<file path="src/include/gpb_pkg.sv">
package gpb_pkg;
  localparam int ADDR_W = 8;
  localparam int DATA_W = 32;
  localparam int REG_W = 16;
  // Printed offsets are indices; the byte address is four times the index.
  localparam logic [ADDR_W-1:0] IOCTL_IDX = 8'h03;
  localparam logic [ADDR_W-1:0] BIAS_IDX = 8'h04;
  localparam logic [ADDR_W-1:0] MISC_IDX = 8'h10;
  localparam logic [REG_W-1:0] IOCTL_RST = 16'h0000;
  localparam logic [REG_W-1:0] BIAS_RST = 16'h0000;
  localparam logic [REG_W-1:0] MISC_RST = 16'h0000;
  localparam logic [REG_W-1:0] IOCTL_MASK = 16'h07ff;
  localparam logic [REG_W-1:0] BIAS_MASK = 16'hcc30;
  localparam logic [REG_W-1:0] MISC_MASK = 16'h0001;
  localparam int BIAS_IN2 = 4;
  localparam int BIAS_IN3 = 5;
  localparam int BIAS_IN4 = 10;
  localparam int BIAS_IN5 = 11;
  localparam int BIAS_IN6 = 14;
  localparam int BIAS_IN7 = 15;
  localparam int MISC_STBY = 0;
  localparam logic [1:0] INT_SEL_PIN0 = 2'b10;
  typedef struct packed {
    logic [4:0] rsvd_hi;
    logic sync_clear;
    logic [1:0] int_pin_sel;
    logic pin2_out_value;
    logic pin1_out_value;
    logic pin0_out_value;
    logic rsvd_4;
    logic pin2_direction;
    logic pin1_direction;
    logic pin0_direction;
    logic rsvd_0;
  } gpb_ioctl_s;
  typedef struct packed {
    logic [2:0] oe;
    logic [2:0] out;
  } gpb_pins_s;
  typedef enum logic [1:0] {
    ST_IDLE = 2'b01,
    ST_ACK = 2'b10
  } gpb_bus_e;
endpackage

</file>
<file path="src/logic/gpb_pin_ctrl.sv">
`timescale 1ns/1ps
module gpb_pin_ctrl (
  input wire logic mclk, // 100 MHz clock
  input wire logic rstn, // Async reset, active low
  input wire logic [gpb_pkg::ADDR_W-1:0] avs_address, // Byte address
  input wire logic avs_read, // Read request
  input wire logic avs_write, // Write request
  input wire logic [gpb_pkg::DATA_W-1:0] avs_writedata, // Write data
  input wire logic [3:0] avs_byteenable, // Byte lanes
  output logic [gpb_pkg::DATA_W-1:0] avs_readdata, // Read data
  output logic avs_waitrequest, // Stall
  input wire logic standby_state, // Standby status from core logic
  input wire logic irq_signal, // Data ready or buffer interrupt
  output gpb_pkg::gpb_pins_s pins, // Pin drive and enables, bit n is pin n
  output logic [5:0] bias_voltage // Bias enables, bit 0 is input two
);
  ////////////////////////////////////////////////////////////////////////////
  gpb_pkg::gpb_bus_e state, next_state;
  gpb_pkg::gpb_ioctl_s ioctl, next_ioctl;
  logic [gpb_pkg::REG_W-1:0] bias, next_bias;
  logic [gpb_pkg::REG_W-1:0] misc, next_misc;
  logic [gpb_pkg::DATA_W-1:0] next_readdata;
  logic next_waitrequest;
  gpb_pkg::gpb_pins_s next_pins;
  logic [5:0] next_bias_voltage;
  logic req, commit;
  logic [gpb_pkg::REG_W-1:0] lane_mask, wdata;
  logic hit_io, hit_bias, hit_misc;

  assign req = avs_read | avs_write;
  assign commit = avs_write & ~avs_waitrequest;
  assign lane_mask = {{8{avs_byteenable[1]}}, {8{avs_byteenable[0]}}};
  assign wdata = avs_writedata[gpb_pkg::REG_W-1:0];
  assign hit_io = avs_address == {gpb_pkg::IOCTL_IDX[gpb_pkg::ADDR_W-3:0], 2'b00};
  assign hit_bias = avs_address == {gpb_pkg::BIAS_IDX[gpb_pkg::ADDR_W-3:0], 2'b00};
  assign hit_misc = avs_address == {gpb_pkg::MISC_IDX[gpb_pkg::ADDR_W-3:0], 2'b00};

  ////////////////////////////////////////////////////////////////////////////
  // Bus slave: one wait cycle, then the answer stands for one cycle.
  always_comb begin
    next_state = state;
    next_waitrequest = 1'b1;
    next_readdata = avs_readdata;
    case (state)
      gpb_pkg::ST_IDLE: begin
        if (req) begin
          next_state = gpb_pkg::ST_ACK;
          next_waitrequest = 1'b0;
          next_readdata = '0;
          if (hit_io) begin
            next_readdata[gpb_pkg::REG_W-1:0] = ioctl & gpb_pkg::IOCTL_MASK;
          end else if (hit_bias) begin
            next_readdata[gpb_pkg::REG_W-1:0] = bias & gpb_pkg::BIAS_MASK;
          end else if (hit_misc) begin
            next_readdata[gpb_pkg::REG_W-1:0] = misc & gpb_pkg::MISC_MASK;
          end
        end
      end
      gpb_pkg::ST_ACK: begin
        next_state = gpb_pkg::ST_IDLE;
      end
      default: begin
        next_state = gpb_pkg::ST_IDLE;
      end
    endcase
  end

  always_ff @(posedge mclk or negedge rstn) begin
    if (!rstn) begin
      state <= gpb_pkg::ST_IDLE;
      avs_waitrequest <= 1'b1;
      avs_readdata <= '0;
    end else begin
      state <= next_state;
      avs_waitrequest <= next_waitrequest;
      avs_readdata <= next_readdata;
    end
  end

  ////////////////////////////////////////////////////////////////////////////
  // Registers: a write lands at the edge where waitrequest is seen low.
  always_comb begin
    next_ioctl = ioctl;
    next_bias = bias;
    next_misc = misc;
    if (commit && hit_io) begin
      next_ioctl = ((ioctl & ~lane_mask) | (wdata & lane_mask)) & gpb_pkg::IOCTL_MASK;
    end
    if (commit && hit_bias) begin
      // Reserved positions never store, so they always read zero.
      next_bias = ((bias & ~lane_mask) | (wdata & lane_mask)) & gpb_pkg::BIAS_MASK;
    end
    if (commit && hit_misc) begin
      next_misc = ((misc & ~lane_mask) | (wdata & lane_mask)) & gpb_pkg::MISC_MASK;
    end
  end

  always_ff @(posedge mclk or negedge rstn) begin
    if (!rstn) begin
      ioctl <= gpb_pkg::IOCTL_RST;
      bias <= gpb_pkg::BIAS_RST;
      misc <= gpb_pkg::MISC_RST;
    end else begin
      ioctl <= next_ioctl;
      bias <= next_bias;
      misc <= next_misc;
    end
  end

  ////////////////////////////////////////////////////////////////////////////
  // Pin drive. Overrides are tested first so that they win over direction.
  always_comb begin
    next_pins = '0;
    if (misc[gpb_pkg::MISC_STBY]) begin
      next_pins.oe[2] = 1'b1;
      next_pins.out[2] = standby_state;
    end else if (ioctl.pin2_direction) begin
      next_pins.oe[2] = 1'b1;
      next_pins.out[2] = ioctl.pin2_out_value;
    end
    if (ioctl.pin1_direction) begin
      next_pins.oe[1] = 1'b1;
      next_pins.out[1] = ioctl.pin1_out_value;
    end
    if (ioctl.int_pin_sel == gpb_pkg::INT_SEL_PIN0) begin
      next_pins.oe[0] = 1'b1;
      next_pins.out[0] = irq_signal;
    end else if (ioctl.pin0_direction) begin
      next_pins.oe[0] = 1'b1;
      next_pins.out[0] = ioctl.pin0_out_value;
    end
    next_bias_voltage = {bias[gpb_pkg::BIAS_IN7], bias[gpb_pkg::BIAS_IN6],
                         bias[gpb_pkg::BIAS_IN5], bias[gpb_pkg::BIAS_IN4],
                         bias[gpb_pkg::BIAS_IN3], bias[gpb_pkg::BIAS_IN2]};
  end

  always_ff @(posedge mclk or negedge rstn) begin
    if (!rstn) begin
      pins <= '0;
      bias_voltage <= '0;
    end else begin
      pins <= next_pins;
      bias_voltage <= next_bias_voltage;
    end
  end
endmodule

</file>
<file path="config.mk">
export PLATFORM = sky130hd
export DESIGN_NAME = gpb_pin_ctrl
export DESIGN_NICKNAME = d
export VERILOG_FILES = /design/src/include/gpb_pkg.sv /design/src/logic/gpb_pin_ctrl.sv
export SDC_FILE = /design/constraint.sdc
export NUM_CORES = 1
export LEC_CHECK = 0
export ABC_AREA = 1
export BUFFER_PORTS_ARGS = -buffer_cell sky130_fd_sc_hd__buf_2
export CORE_ASPECT_RATIO = 0.9
export CORE_MARGIN = 4
export CORE_UTILIZATION = 52
export CTS_BUF_LIST = sky130_fd_sc_hd__clkbuf_4 sky130_fd_sc_hd__clkbuf_8
export DETAILED_ROUTE_END_ITERATION = 10
export PLACE_DENSITY = 0.95
export SYNTH_ARGS = -nofsm -noshare
export SYNTH_HDL_FRONTEND = slang
export SYNTH_SLANG_ARGS = --single-unit
export TNS_END_PERCENT = 1
</file>
<file path="constraint.sdc">
create_clock -name mclk -period 3.7 [get_ports mclk]
set_input_delay 0.37 -clock mclk [delete_from_list [all_inputs] [get_ports mclk]]
set_output_delay 0.37 -clock mclk [all_outputs]
set_load 0.01 [all_outputs]
</file>
# Yosys cells after proc, flatten, opt, wreduce, memory -nomap -nowiden
# Index checks and enable logic that the tools add are counted.
totals:
  register_bits: 49
  in_bits: 50
  out_inout_bits: 45
  elab_cells: 56
classes:
  n_eq_ne: 6
  n_mux: 17
  bitwise: 11
  reduce_logical: 4
ops:
  columns: ["operator", "count"]
  rows:
  - ["$and 16x16->16", 2]
  - ["$mux 16", 2]
  - ["$not 16->16", 1]
  - ["$or 16x16->16", 1]
  - ["$mux 1", 13]
  - ["$and 11x11->11", 1]
  - ["$or 11x11->11", 1]
  - ["$eq 8x4->1 const B", 1]
  - ["$eq 8x5->1 const B", 1]
  - ["$eq 8x7->1 const B", 1]
  - ["$mux 2", 2]
  - ["$logic_and 1x1->1", 3]
  - ["$and 1x1->1", 2]
  - ["$eq 2x1->1 const B", 1]
  - ["$eq 2x2->1 const B", 1]
  - ["$ne 2x2->1 const B", 1]
  - ["$or 1x1->1", 2]
  - ["$reduce_and 2->1", 1]
  - ["$not 1->1", 1]

# Longest topological paths before layout
depth:
  depth_word: 4
  depth_mapped: 7
  mapped_depth_nobuf: 7

# Worst setup path after synthesis
# OpenSTA, ideal clock, no wires.
synth_path:
  path_kind: "register to register"
  from: "register state[0]"
  to: "register avs_readdata[5] (netlist bit)"
  setup_time_ns: 0.124
  t_arrival_ns: 1.066
  setup_slack_ns: 2.510
  path_stages_with_launch: 7
  period_less_slack_ns: 1.190
  path_cell_list: "dfstp_2 > nand2_1 > nor2_4 > inv_2 > buf_4 > nand2_1 > nand3_1"
synth_via:
  elab_chain_cells: 2
synth_rtl:
  columns: ["element", "line", "rtl"]
  rows:
  - ["from (decl)", "gpb_pin_ctrl.sv:18", "gpb_pkg::gpb_bus_e state, next_state;"]
  - ["from (signal assigned)", "gpb_pin_ctrl.sv:70", "state <= gpb_pkg::ST_IDLE;"]
  - ["from (signal assigned)", "gpb_pin_ctrl.sv:74", "state <= next_state;"]
  - ["$eq 2x1->1", "gpb_pin_ctrl.sv:44", "case (state)"]
  - ["$reduce_and 2->1 (no line)", null, null]
  - ["to (signal assigned)", "gpb_pin_ctrl.sv:76", "avs_readdata <= next_readdata;"]
  - ["to (decl)", "gpb_pin_ctrl.sv:10", "output logic [gpb_pkg::DATA_W-1:0] avs_readdata,"]
# No other way between the ends.
# A chain may end at the register's enable or synchronous reset.

# Final worst setup path
layout_path:
  from: "register state[0]"
  to: "register avs_readdata[0] (netlist bit)"
# Same word-level chain as after synthesis.

==> flow_metrics.py <==
metrics = {
    "timing": {
        "slew_viol_final": 0,
        "fin_tns_setup_ns": 0,
        "finalWorstSetupSlack_ns": 2.217,
        "setup_viol": 0,
        "slew_headroom_pct": 33.86,
        "finalCriticalPeriod_ns": 1.483,
        "tightest_slew_ns": 0.9921,
        "hold_viol": 0,
        "max_freq_mhz": 674.1,
        "period_share_pct": 40.09,
        "skew_ns": 0.006842,
        "rsz0062_at_grt": "no",
    },
    "final_layout": {
        "final_cell_mix": "nand2_1, buf_2, dfrtp_1",
        "layout.cells.non_filler": 335,
        "n_antenna_cell": 0,
        "area_growth_pct": 15.33,
        "layout_commonest_cell": "nand2_1",
        "drive_gt1_share_pct": 28.03,
        "fin_nets": 338,
    },
    "floorplanning": {
        "die_y_um": 67.90,
        "die-width_um": 74.56,
        "core_area_um2": 3784,
        "rows": 21,
        "dieArea_um2": 5063,
        "start_util_pct": 54.79,
        "ios": 95,
    },
    "logic_synthesis": {
        "synth_seq_cells": 47,
        "synthesis.area_um2": 2073,
        "ys_types": 19,
        "netlist_instances": 231,
        "syn_avg_cell_area_um2": 8.975,
        "yosys.area.top_type": "dfrtp_1",
        "yosysWarnings": 0,
        "synth_top_area_share_pct": 54.32,
        "synth-seq-area-share_pct": 56.85,
        "ys_top_cells_by_area": "dfrtp_1, nand2_1, nand3_1",
    },
    "cts": {
        "path_clk_slew_ns": 0.08,
        "clock-sinks": 47,
        "postCtsHoldBufs": 0,
        "cts_root_buf": "clkbuf_8",
        "insertion_delay_ns": 0.29,
        "post_cts_buffers": 0,
        "cts.repair.resized": 0,
        "clockBufferDepth": 2,
        "cts_tree": "done",
        "htreeDepth": 2,
        "cts_buffers": 5,
    },
    "detailed_routing": {
        "drc_errors": 0,
        "num_vias": 1627,
        "antenna_left": 0,
        "drtIter0Drc": 77,
        "drtPass1Iterations": 4,
        "wirelength_um": 4303,
        "avgViaCountPerCell": 4.857,
        "wire_per_inst_um": 12.84,
    },
    "power_and_ir_drop": {
        "power.total_mw": 1.012,
        "power_leakage_nw": 1.418,
        "p_per_area_nw_per_um2": 423.4,
        "ir_drop_mv": 0.3102,
    },
    "worst_setup_path": {
        "crit_chain": "nand2_1 -> nor2_4 -> inv_2 -> nand2_1 -> nand3_1",
        "crit_path_frequent_cell": "nand2_1",
        "slowest_stage": "dfstp_2",
        "crit_fanout": 17,
        "worst_setup_path_end_kind": "register",
        "arrival_ns": 1.66,
        "reg2reg_depth": 5,
        "cp.required_ns": 3.88,
        "crit_path_max_incr_delay_ns": 0.52,
        "crit_type": "reg2reg",
        "worstSetupStartpointType": "register",
    },
    "placement": {
        "hpwlAfterDp_um": 3131,
        "port_buffers": 56,
        "dpl.cell_count": 327,
        "routabilityCongestion": 0.7768,
        "place_ws_ns": 1.963,
    },
    "grt": {
        "antenna_found_initial": 0,
        "grt_pass1_vias": 1461,
        "grt-ovfl-total": 0,
        "grt_start_max_net_pins": 48,
        "grt_pass1_wl_um": 6589,
        "grtUsageTotal_pct": 17.30,
    },
    "hold_path": {
        "min_path_type": "in2async",
    },
    "outcome": {
        "status": "finished, final reports clean",
    },
    "run": {
        "maxCapViolCount": 0,
    },
}
-- cell families after synthesis --
logic type / count (synthesis) / share of synthesized area (%)
and+or+nand+nor: 135 / 29.51
AOI/OAI and AO/OA: 6 / 1.569
other: 1 / 0.1809
DFF: 47 / 56.85
buffers and inverters: 42 / 11.89
-- area by class of cell --
type,instances,area [um2]
multi-input combinational,159,711.9
tap,46,57.56
timing repair buffer,56,280.3
inverter,19,71.32
clock buffer,8,91.34
fill,327,1393
sequential,47,1179
-- cell usage after synthesis (all sizes together) --
| library cell | n |
|---|---|
| a21oi | 1 |
| conb | 1 |
| nor2 | 15 |
| dfrtp | 45 |
| nand2 | 79 |
| buf | 23 |
| o21ai | 4 |
| dfstp | 2 |
| inv | 19 |
| nand3 | 40 |
| or2 | 1 |
| o31ai | 1 |
-- report_power, final --
part	switching [mW]	internal (mW)
clock	0.156	0.156
combinational	0.120	0.0326
sequential	0.00758	0.539
total	0.284	0.728
-- stage by stage --
stage               util (%)  hold WS [ns]  area, um2
floorplan                  -       0.07441       2137
global placement       60.78        0.3866       2300
detailed placement     60.78        0.3997       2300
CTS                    63.19        0.2666       2391
global route           63.19        0.2866       2391
finish                 63.19        0.2333       2391
-- critical path: cells and delay by family (launching register included) --
kind	cells	cell delay, ns
flops	1	0.52
simple gates	4	0.62
buf+inv	1	0.23
-- worst paths after layout --
| kind | end | slack (ns) | startpoint |
|---|---|---|---|
| min reg2reg | bias_voltage[4] | 0.42 | register |
| max | avs_readdata[0] | 2.22 | state[0] |
| min | pins[0] | 0.23 | rstn |
| max reg2reg | avs_readdata[0] | 2.22 | state[0] |
| min in group mclk | pins[2] | 0.29 | standby_state |
| max in group asynchronous | asynchronous set/reset pin | 2.84 | rstn |
-- routing by layer --
metal	vias to the layer above	share of wire [%]	GRT usage, %
met5	-	0	0
li1	796	-	-
met3	3	7.6	4.258
met2	57	48	28.84
met1	771	43	22.50
met4	0	0.58	4.889
No activity file was read; power rests on OpenSTA's default activity.
